$ cat src/addr_reloc_pkg.sv
package addr_reloc_pkg;

  localparam int unsigned IO_ADDR_W   = 8;
  localparam int unsigned DATA_W      = 8;
  localparam int unsigned LOG_ADDR_W  = 16;
  localparam int unsigned PHYS_ADDR_W = 24;
  localparam int unsigned PAGE_OFS_W  = 12;
  localparam int unsigned BASE_W      = 6;

  // I/O port offsets inside the decoded block
  localparam logic [1:0] OFS_CONFIG = 2'h1;
  localparam logic [1:0] OFS_PAGE0  = 2'h2;
  localparam logic [1:0] OFS_PAGE1  = 2'h3;

  // Configuration register field positions
  localparam int unsigned CFG_ENABLE_BIT    = 0;
  localparam int unsigned CFG_TWO_PAGE_BIT  = 1;
  localparam int unsigned CFG_WIN12_BIT     = 2;
  localparam int unsigned CFG_WIN13_BIT     = 3;
  localparam int unsigned CFG_WIN14_BIT     = 4;
  localparam int unsigned CFG_WIN15_BIT     = 5;
  localparam logic [7:0]  CFG_USED_MASK     = 8'h3F;

  // Reset values: two pages at A000, unit disabled
  localparam logic [7:0] CONFIG_RESET = 8'h2A;
  localparam logic [7:0] PAGE_RESET   = 8'h00;
  localparam logic [3:0] PHYS_HI_PAD  = 4'h0;

endpackage

$ cat src/address_relocation_window.sv
// Design decisions made here: strobed register access and the register addresses.
`timescale 1ns/100ps
module address_relocation_window (
  input  wire logic                                  CLOCK_IN,
  input  wire logic                                  SRST_IN,
  input  wire logic                                  CE_IN,
  input  wire logic [addr_reloc_pkg::BASE_W-1:0]     IO_BASE_IN,
  input  wire logic [addr_reloc_pkg::IO_ADDR_W-1:0]  IO_ADDR_IN,
  input  wire logic [addr_reloc_pkg::DATA_W-1:0]     IO_WDATA_IN,
  input  wire logic                                  IO_WR_IN,
  input  wire logic                                  IO_RD_IN,
  output logic      [addr_reloc_pkg::DATA_W-1:0]     IO_RDATA_OUT,
  input  wire logic [addr_reloc_pkg::LOG_ADDR_W-1:0] LOG_ADDR_IN,
  output logic      [addr_reloc_pkg::PHYS_ADDR_W-1:0] PHYS_ADDR_OUT,
  output logic                                       WINDOW_HIT_OUT
);
  import addr_reloc_pkg::*;

  // Base strap synchroniser: three stages, change taken when last two agree
  logic [BASE_W-1:0] base_s1_q;
  logic [BASE_W-1:0] base_s2_q;
  logic [BASE_W-1:0] base_s3_q;
  logic [BASE_W-1:0] io_base_q;
  logic [BASE_W-1:0] io_base_d;

  // Register file
  logic [DATA_W-1:0] config_q;
  logic [DATA_W-1:0] config_d;
  logic [DATA_W-1:0] page0_q;
  logic [DATA_W-1:0] page0_d;
  logic [DATA_W-1:0] page1_q;
  logic [DATA_W-1:0] page1_d;
  logic [DATA_W-1:0] rdata_q;
  logic [DATA_W-1:0] rdata_d;

  // Translation outputs
  logic [PHYS_ADDR_W-1:0] phys_q;
  logic [PHYS_ADDR_W-1:0] phys_d;
  logic                   hit_q;
  logic                   hit_d;

  logic              block_sel;
  logic [1:0]        port_ofs;
  logic [DATA_W-1:0] config_wr_val;

  logic              translator_master_enable;
  logic              page_count_select_b;
  logic              window_bit12_match;
  logic              window_bit13_match;
  logic              window_bit14_match;
  logic              window_bit15_match;
  logic              window_match;
  logic [DATA_W-1:0] page_sel;

  // Window start bits 15 down to 12 and which of them take part
  logic [3:0]        window_cfg;
  logic [3:0]        window_bit_eq;
  logic [3:0]        window_bit_used;

  // Decoded strobes, one write and one read strobe per register port
  logic              cfg_wr_sel;
  logic              page0_wr_sel;
  logic              page1_wr_sel;
  logic              cfg_rd_sel;
  logic              page0_rd_sel;
  logic              page1_rd_sel;

  always_comb begin
    io_base_d = io_base_q;
    if (base_s2_q == base_s3_q) begin
      io_base_d = base_s3_q;
    end
  end

  always_ff @(posedge CLOCK_IN) begin
    if (SRST_IN) begin
      base_s1_q <= '0;
      base_s2_q <= '0;
      base_s3_q <= '0;
    end else if (CE_IN) begin
      base_s1_q <= IO_BASE_IN;
      base_s2_q <= base_s1_q;
      base_s3_q <= base_s2_q;
    end
  end

  // Base defaults to the strap value shortly after reset; a strap is not
  // meant to move while running, but a settled change is still followed.
  always_ff @(posedge CLOCK_IN) begin
    if (SRST_IN) begin
      io_base_q <= '0;
    end else if (CE_IN) begin
      io_base_q <= io_base_d;
    end
  end

  always_comb begin
    block_sel = (IO_ADDR_IN[IO_ADDR_W-1:2] == io_base_q);
    port_ofs  = IO_ADDR_IN[1:0];
  end

  always_comb begin
    config_wr_val = IO_WDATA_IN & CFG_USED_MASK;
    if (config_wr_val[CFG_TWO_PAGE_BIT]) begin
      config_wr_val[CFG_WIN12_BIT] = 1'b0;
    end
  end

  always_comb begin
    cfg_wr_sel   = IO_WR_IN && block_sel && (port_ofs == OFS_CONFIG);
    page0_wr_sel = IO_WR_IN && block_sel && (port_ofs == OFS_PAGE0);
    page1_wr_sel = IO_WR_IN && block_sel && (port_ofs == OFS_PAGE1);
    cfg_rd_sel   = IO_RD_IN && block_sel && (port_ofs == OFS_CONFIG);
    page0_rd_sel = IO_RD_IN && block_sel && (port_ofs == OFS_PAGE0);
    page1_rd_sel = IO_RD_IN && block_sel && (port_ofs == OFS_PAGE1);
  end

  always_comb begin
    config_d = config_q;
    if (cfg_wr_sel) begin
      config_d = config_wr_val;
    end
  end

  always_ff @(posedge CLOCK_IN) begin
    if (SRST_IN) begin
      config_q <= CONFIG_RESET;
    end else if (CE_IN) begin
      config_q <= config_d;
    end
  end

  always_comb begin
    page0_d = page0_q;
    page1_d = page1_q;
    if (page0_wr_sel) begin
      page0_d = IO_WDATA_IN;
    end
    if (page1_wr_sel) begin
      page1_d = IO_WDATA_IN;
    end
  end

  // Page registers clear at reset; software must reload them before
  // trusting the window, otherwise every hit lands in the lowest 4 K.
  always_ff @(posedge CLOCK_IN) begin
    if (SRST_IN) begin
      page0_q <= PAGE_RESET;
      page1_q <= PAGE_RESET;
    end else if (CE_IN) begin
      page0_q <= page0_d;
      page1_q <= page1_d;
    end
  end

  // Offset zero and foreign addresses read as zero; no wait states
  always_comb begin
    rdata_d = '0;
    if (cfg_rd_sel) begin
      rdata_d = config_q;
    end
    if (page0_rd_sel) begin
      rdata_d = page0_q;
    end
    if (page1_rd_sel) begin
      rdata_d = page1_q;
    end
  end

  always_ff @(posedge CLOCK_IN) begin
    if (SRST_IN) begin
      rdata_q <= '0;
    end else if (CE_IN) begin
      rdata_q <= rdata_d;
    end
  end

  always_comb begin
    translator_master_enable = config_q[CFG_ENABLE_BIT];
    page_count_select_b      = config_q[CFG_TWO_PAGE_BIT];
    window_bit12_match       = config_q[CFG_WIN12_BIT];
    window_bit13_match       = config_q[CFG_WIN13_BIT];
    window_bit14_match       = config_q[CFG_WIN14_BIT];
    window_bit15_match       = config_q[CFG_WIN15_BIT];
  end

  always_comb begin
    window_cfg = {window_bit15_match, window_bit14_match,
                  window_bit13_match, window_bit12_match};
    window_bit_used = 4'hF;
    if (page_count_select_b) begin
      window_bit_used = 4'hE;
    end
  end

  for (genvar i = 0; i < 4; i++) begin : g_win_bit
    always_comb begin
      window_bit_eq[i] = !window_bit_used[i] ||
                         (LOG_ADDR_IN[PAGE_OFS_W+i] == window_cfg[i]);
    end
  end

  always_comb begin
    window_match = &window_bit_eq;
  end

  always_comb begin
    page_sel = page0_q;
    if (page_count_select_b && LOG_ADDR_IN[12]) begin
      page_sel = page1_q;
    end
  end

  always_comb begin
    hit_d = translator_master_enable && window_match;
  end

  // Registered outputs cost one cycle of latency but keep the memory
  // bus free of glitches while the logical address settles.
  always_comb begin
    phys_d = {{(PHYS_ADDR_W-LOG_ADDR_W){1'b0}}, LOG_ADDR_IN};
    if (hit_d) begin
      phys_d = {PHYS_HI_PAD, page_sel,
                LOG_ADDR_IN[PAGE_OFS_W-1:0]};
    end
  end

  always_ff @(posedge CLOCK_IN) begin
    if (SRST_IN) begin
      phys_q <= '0;
    end else if (CE_IN) begin
      phys_q <= phys_d;
    end
  end

  always_ff @(posedge CLOCK_IN) begin
    if (SRST_IN) begin
      hit_q <= 1'b0;
    end else if (CE_IN) begin
      hit_q <= hit_d;
    end
  end

  assign IO_RDATA_OUT   = rdata_q;
  assign PHYS_ADDR_OUT  = phys_q;
  assign WINDOW_HIT_OUT = hit_q;

endmodule

$ cat config.mk
export PLATFORM = sky130hd
export DESIGN_NAME = address_relocation_window
export DESIGN_NICKNAME = d
export VERILOG_FILES = /design/src/addr_reloc_pkg.sv /design/src/address_relocation_window.sv
export SDC_FILE = /design/constraint.sdc
export NUM_CORES = 1
export LEC_CHECK = 0
export ABC_CLOCK_PERIOD_IN_PS = 1600
export BUFFER_PORTS_ARGS = -buffer_cell sky130_fd_sc_hd__buf_2
export CAP_MARGIN = 10
export CORE_MARGIN = 3
export CORE_UTILIZATION = 30
export DETAILED_ROUTE_END_ITERATION = 7
export GPL_TIMING_DRIVEN = 0
export MAX_ROUTING_LAYER = met4
export PLACE_DENSITY = 0.47
export SYNTH_ARGS = -nofsm -noshare
export SYNTH_HDL_FRONTEND = slang
export SYNTH_SLANG_ARGS = --single-unit
$ cat constraint.sdc
create_clock -name CLOCK_IN -period 1.6 [get_ports CLOCK_IN]
set_clock_uncertainty 0.2 [all_clocks]
set_input_delay 0.08 -clock CLOCK_IN [delete_from_list [all_inputs] [get_ports CLOCK_IN]]
set_output_delay 0.08 -clock CLOCK_IN [all_outputs]
set_load 0.01 [all_outputs]
* Word level (Yosys, flattened, before mapping)
Cells that the tools add are included.
Cells by class: reductions and logical operators 23, shifts and indexed selects 0, $mul 0, equal/unequal tests 9, bitwise gates (word level) 0, $lt $le $gt $ge 0, mux-type cells 7, $add $sub $neg 0, div/mod/pow operators 0
Operator list (number):
- $mux 8 | 3
- $mux 20 | 1
- $eq 6x6->1 | 2
- $logic_and 1x1->1 | 10
- $reduce_and 2->1 | 4
- $mux 6 | 1
- $eq 1x1->1 | 4
- $eq 2x2->1 const B | 2
- $logic_or 1x1->1 | 4
- $reduce_and 4->1 | 1
- $logic_not 1->1 const A | 3
- $eq 2x1->1 const B | 1
- $mux 1 | 2
- $logic_not 1->1 | 1
Word-level totals: memory bits (writable) 0, flip-flop bits (word level) 79, memories 0, latch bits 0, output and inout port bits 33, memory bits (read-only) 0

* Logic depth before layout (Yosys ltp)
word-level depth 6, mapped depth 6

* Worst setup path before layout
Ideal clock, no wire load.
path kind flip-flop to flip-flop, start point reg config_q[3], end point reg phys_q[13] (netlist: PHYS_ADDR_OUT[13]), required time 1305 ps, period minus slack after synthesis 1482 ps, data arrival time 1187 ps, cell stages (with the launch flop) 5, setup slack 118 ps, buffers on the path 0, cells stage by stage dfxtp_1 > xnor2_2 > nand4_4 > or2_4 > o311ai_1
On the way: longest elaborated chain between the ends 5
RTL lines:
- start, declared | RTL line address_relocation_window.sv:27 | logic [DATA_W-1:0] config_q;
- start signal, assigned | RTL line address_relocation_window.sv:129 | config_q <= config_d;
- $eq 1x1->1 | RTL line address_relocation_window.sv:199 | (LOG_ADDR_IN[PAGE_OFS_W+i] == window_cfg[i]);
- $logic_or 1x1->1 | RTL line address_relocation_window.sv:198 | window_bit_eq[i] = !window_bit_used[i] ||
- $reduce_and 4->1 | RTL line address_relocation_window.sv:204 | window_match = &window_bit_eq;
- $logic_and 1x1->1 | RTL line address_relocation_window.sv:215 | hit_d = translator_master_enable && window_match;
- $mux 20 | RTL line address_relocation_window.sv:222 | if (hit_d) begin
- end signal, assigned | RTL line address_relocation_window.sv:232 | phys_q <= phys_d;
- end, declared | RTL line address_relocation_window.sv:37 | logic [PHYS_ADDR_W-1:0] phys_q;
Every way passes these cells. A chain may end at the register's enable or synchronous reset.

* Final worst setup path
start point in LOG_ADDR_IN[12] in the netlist's numbering, end point reg phys_q[15] (netlist: PHYS_ADDR_OUT[15])
On the way: longest elaborated chain between the ends 5
RTL lines:
- start, declared | RTL line address_relocation_window.sv:13 | input wire logic [addr_reloc_pkg::LOG_ADDR_W-1:0] LOG_ADDR_IN,
- $eq 1x1->1 | RTL line address_relocation_window.sv:199
- $logic_or 1x1->1 | RTL line address_relocation_window.sv:198
- $reduce_and 4->1 | RTL line address_relocation_window.sv:204
- $logic_and 1x1->1 | RTL line address_relocation_window.sv:215
- $mux 20 * | RTL line address_relocation_window.sv:222
Every way passes the cells marked *; elsewhere a longest branch is shown, timed or not.

==> impl_metrics.py <==
metrics = {
    "place": {
        "hpwl_mm": 6.911,
        "gp_congestion": 0.8062,
        "port_buffers": 70,
        "place_inst": 579,
        "dp_slack_ns": -0.1958,
    },
    "die": {
        "die_h_um": 111.9,
        "coreArea_um2": 10890,
        "ioPinCount": 76,
        "dieArea_um2": 12520,
        "start_util_pct": 30.89,
        "placementRows": 38,
        "die_w_um": 111.9,
    },
    "worst_hold_path": {
        "min_to": "IO_RDATA_OUT[3]",
        "hold_depth": 4,
        "min_from": "IO_ADDR_IN[0]",
        "hold_class": "in2reg",
    },
    "global_route": {
        "grt_max_degree": 15,
        "first_global_vias": 2978,
        "grt_pass1_wl_mm": 15.03,
        "antenna_found_initial": 0,
        "grtUsageTotal_pct": 15.52,
        "gr-total-overflow": 0,
    },
    "routing": {
        "wl_met3_um": 472,
        "drtIter0Drc": 108,
        "ant_nets": 0,
        "finalWirelength_mm": 9.384,
        "avgRoutedWirePerCell_um": 14.94,
        "firstDrtPassIters": 4,
        "route.vias.total": 3063,
        "routedLengthMet1_mm": 4.310,
        "wl_met2_mm": 4.465,
        "via_per_inst": 4.877,
        "drc": 0,
        "topRoutingLayerUsed": "met4",
    },
    "worst_setup_path": {
        "crit_arrival_ns": 1.62,
        "r2r-end": "PHYS_ADDR_OUT[15]",
        "critPathKind": "in2reg",
        "start_kind": "input port",
        "crit_family": "buffers and inverters",
        "slowest_delay_ns": 0.53,
        "cp_max_fo": 9,
        "ff2ff_setup_slack_ns": 0.07,
        "reg2reg_from": "config_q[4]",
        "worstRegToRegCells": 4,
        "required_ns": 1.67,
        "path_buf_inv": 2,
        "setup.worst_path.end_class": "flop",
        "slowest_stage": "dlygate4sd3_1",
        "crit_chain": "dlygate4sd3_1 > buf_2 > xnor2_2 > nor2_4 > or2_4 > o311ai_2",
    },
    "sta": {
        "fmax_ghz": 0.6438,
        "setup_violations": 0,
        "fin_ws_ns": 0.04676,
        "hold_viol": 0,
        "finalCritPeriodShare_pct": 97.08,
        "finalCriticalPeriod_ns": 1.553,
        "slew_headroom_pct": 62.55,
        "slew_violations": 0,
        "worst_slew_pin_slew_ns": 0.5617,
    },
    "final_layout": {
        "fin_cells": 628,
        "fill_cells": 1119,
        "syn2layout_area_growth_pct": 36.12,
        "multi_input_area_um2": 1831,
        "num-nets-final": 526,
        "n_antenna_cell": 0,
        "regArea_um2": 1510,
        "drive_gt1_share_pct": 28.69,
    },
    "power": {
        "p_per_area_nw_per_um2": 824.9,
        "leakage_uw": 0.001882,
        "finalPower_uw": 3777,
        "irDropWorstVdd_uv": 576.3,
    },
    "cts": {
        "clk_path_buf_depth": 2,
        "cts_inserted_buffers": 9,
        "cts_sinks": 75,
        "h-tree-depth": 3,
        "cts_tree": "yes",
        "clk_transition_reported_paths_ns": 0.08,
        "cts_root_buffer": "clkbuf_8",
        "clk_latency_ns": 0.36,
    },
    "logic_synthesis": {
        "synth_warnings": 0,
        "netlist_instances": 366,
        "ys_seq_area_share_pct": 44.64,
        "synth-seq-cells": 75,
        "netlist_area_um2": 3363,
        "synthFlopType": "dfxtp_1",
        "synth_cell_type_count": 37,
        "async_reset_ff_share_pct": 0,
        "synth_edf_count": 0,
        "syn-mean-instance-area_um2": 9.189,
    },
    "run": {
        "maxCapViolCount": 0,
    },
    "status": {
        "outcome": "finished, final reports clean",
    },
}
-- routing by layer --
layer | track usage, % | up-vias
li1 | - | 1537
met3 | 3.859 | 12
met4 | 4.380 | 0
met5 | - | -
met2 | 24.66 | 83
met1 | 19.66 | 1431
-- report_power, final --
| part | leakage [uW] | total (uW) | switching, uW | internal, uW |
|---|---|---|---|---|
| registers | 0.000611 | 1930 | 24.4 | 1910 |
| clock network | 0.0000891 | 1380 | 764 | 618 |
| logic | 0.00118 | 464 | 242 | 222 |
-- flip-flops by register name (all words and copies together) (netlist names) --
name	flops
IO_RDATA_OUT	8
PHYS_ADDR_OUT	20
WINDOW_HIT_OUT	1
base_s1_q	6
base_s2_q	6
base_s3_q	6
config_q	6
io_base_q	6
page0_q	8
page1_q	8
-- worst max-delay path by stage --
stage,startpoint,depth (start not counted),to
after floorplan,config_q[3],4,PHYS_ADDR_OUT[13]
after global placement,SRST_IN,4,PHYS_ADDR_OUT[8]
after detailed placement,SRST_IN,4,PHYS_ADDR_OUT[4]
after CTS,io_base_q[1],5,page1_q[7]
after global routing,io_base_q[1],6,IO_RDATA_OUT[6]
final,LOG_ADDR_IN[12],6,PHYS_ADDR_OUT[15]
-- layout by cell type (no fill, tap or decap), types with 2 or more instances in the layout --
| master | count |
|---|---|
| buf_6 | 5 |
| nand2_1 | 10 |
| o21ai_0 | 23 |
| dfxtp_1 | 68 |
| clkinvlp_4 | 2 |
| buf_4 | 11 |
| and4_1 | 3 |
| clkbuf_1 | 9 |
| mux2_2 | 2 |
| mux2_1 | 6 |
| a21oi_1 | 29 |
| xnor2_4 | 2 |
| clkbuf_8 | 10 |
| xnor2_2 | 6 |
| inv_1 | 3 |
| nand4_1 | 4 |
| nand3_1 | 35 |
| clkinv_4 | 3 |
| nor4_2 | 2 |
| mux2i_1 | 38 |
| and4b_1 | 2 |
| nand3_2 | 3 |
| nor2b_1 | 6 |
| nor2_1 | 32 |
| dlygate4sd3_1 | 30 |
| buf_2 | 78 |
| o311ai_2 | 3 |
| o2111ai_1 | 3 |
| and3_1 | 6 |
| dfxtp_2 | 7 |
| conb_1 | 4 |
| o21ai_1 | 11 |
| o21a_1 | 5 |
| xnor2_1 | 8 |
| a22oi_1 | 6 |
| nor4_1 | 2 |
-- kinds of logic (layout without fill, tap and decap cells) --
| kind of cell | after synthesis | after routing | share of synthesized area [%] |
|---|---|---|---|
| other | 1 | 4 | 0.1115 |
| multiplexers | 46 | 46 | 13.99 |
| AO/OA/AOI/OAI | 82 | 82 | 13.88 |
| flip-flops | 75 | 75 | 44.64 |
| AND/OR/NAND/NOR | 113 | 113 | 17.63 |
| buffers and inverters | 33 | 152 | 4.911 |
| XOR/XNOR | 16 | 16 | 4.836 |
-- stage by stage --
stage	TNS, ns	hold WS, ns	area [um2]	util, %
final	0	0.01909	4578	42.05
after global routing	-0.07997	0.03033	4578	42.05
after CTS	0	0.006804	4463	40.99
after detailed placement	-6.055	0.1216	3900	35.82
after global placement	-4.396	0.1133	3900	35.82
after floorplan	0	0.02716	3374	-
-- repair_timing --
| action | CTS | global route |
|---|---|---|
| gates resized for setup | 15 | 26 |
| hold buffers | 30 | 0 |
| cloned | 0 | 1 |
| endpoints found under the hold margin | 44 | 0 |
| endpoints found under the setup margin | 33 | 39 |
| buffers inserted | 3 | 1 |
| pin swaps | 3 | 9 |
-- synth_stat cells (all sizes together), types with 4 or more instances --
master / n / area share (%)
nor2b: 6 / 1.1
nor4: 4 / 0.74
o21ai: 34 / 5.1
xnor2: 16 / 4.8
mux2: 8 / 2.7
nand3: 38 / 5.7
dfxtp: 75 / 45
o21a: 5 / 1.1
mux2i: 38 / 11
and3: 6 / 1.1
a21oi: 29 / 4.3
nor2: 33 / 3.9
clkbuf: 13 / 1.5
nand2: 11 / 1.3
nand4: 5 / 1.4
a22oi: 6 / 1.3
buf: 17 / 3.1
-- worst reg2reg max path: stages, from the launching register on --
cell and delay, ns:
dfxtp_1 0.41, xnor2_2 0.15, nand4_4 0.14, or2_4 0.27, o311ai_2 0.27
-- final cells by class --
| cell class | instances | share of cell area (%) |
|---|---|---|
| Inverter | 3 | 0.2460 |
| Clock buffer | 10 | 3.006 |
| Tap cell | 140 | 3.826 |
| Multi-Input combinational cell | 261 | 39.98 |
| Timing Repair Buffer | 105 | 14.98 |
| Buffer | 28 | 3.881 |
| Clock inverter | 6 | 1.093 |
| Sequential cell | 75 | 32.99 |
No activity file was read; power rests on OpenSTA's default activity.
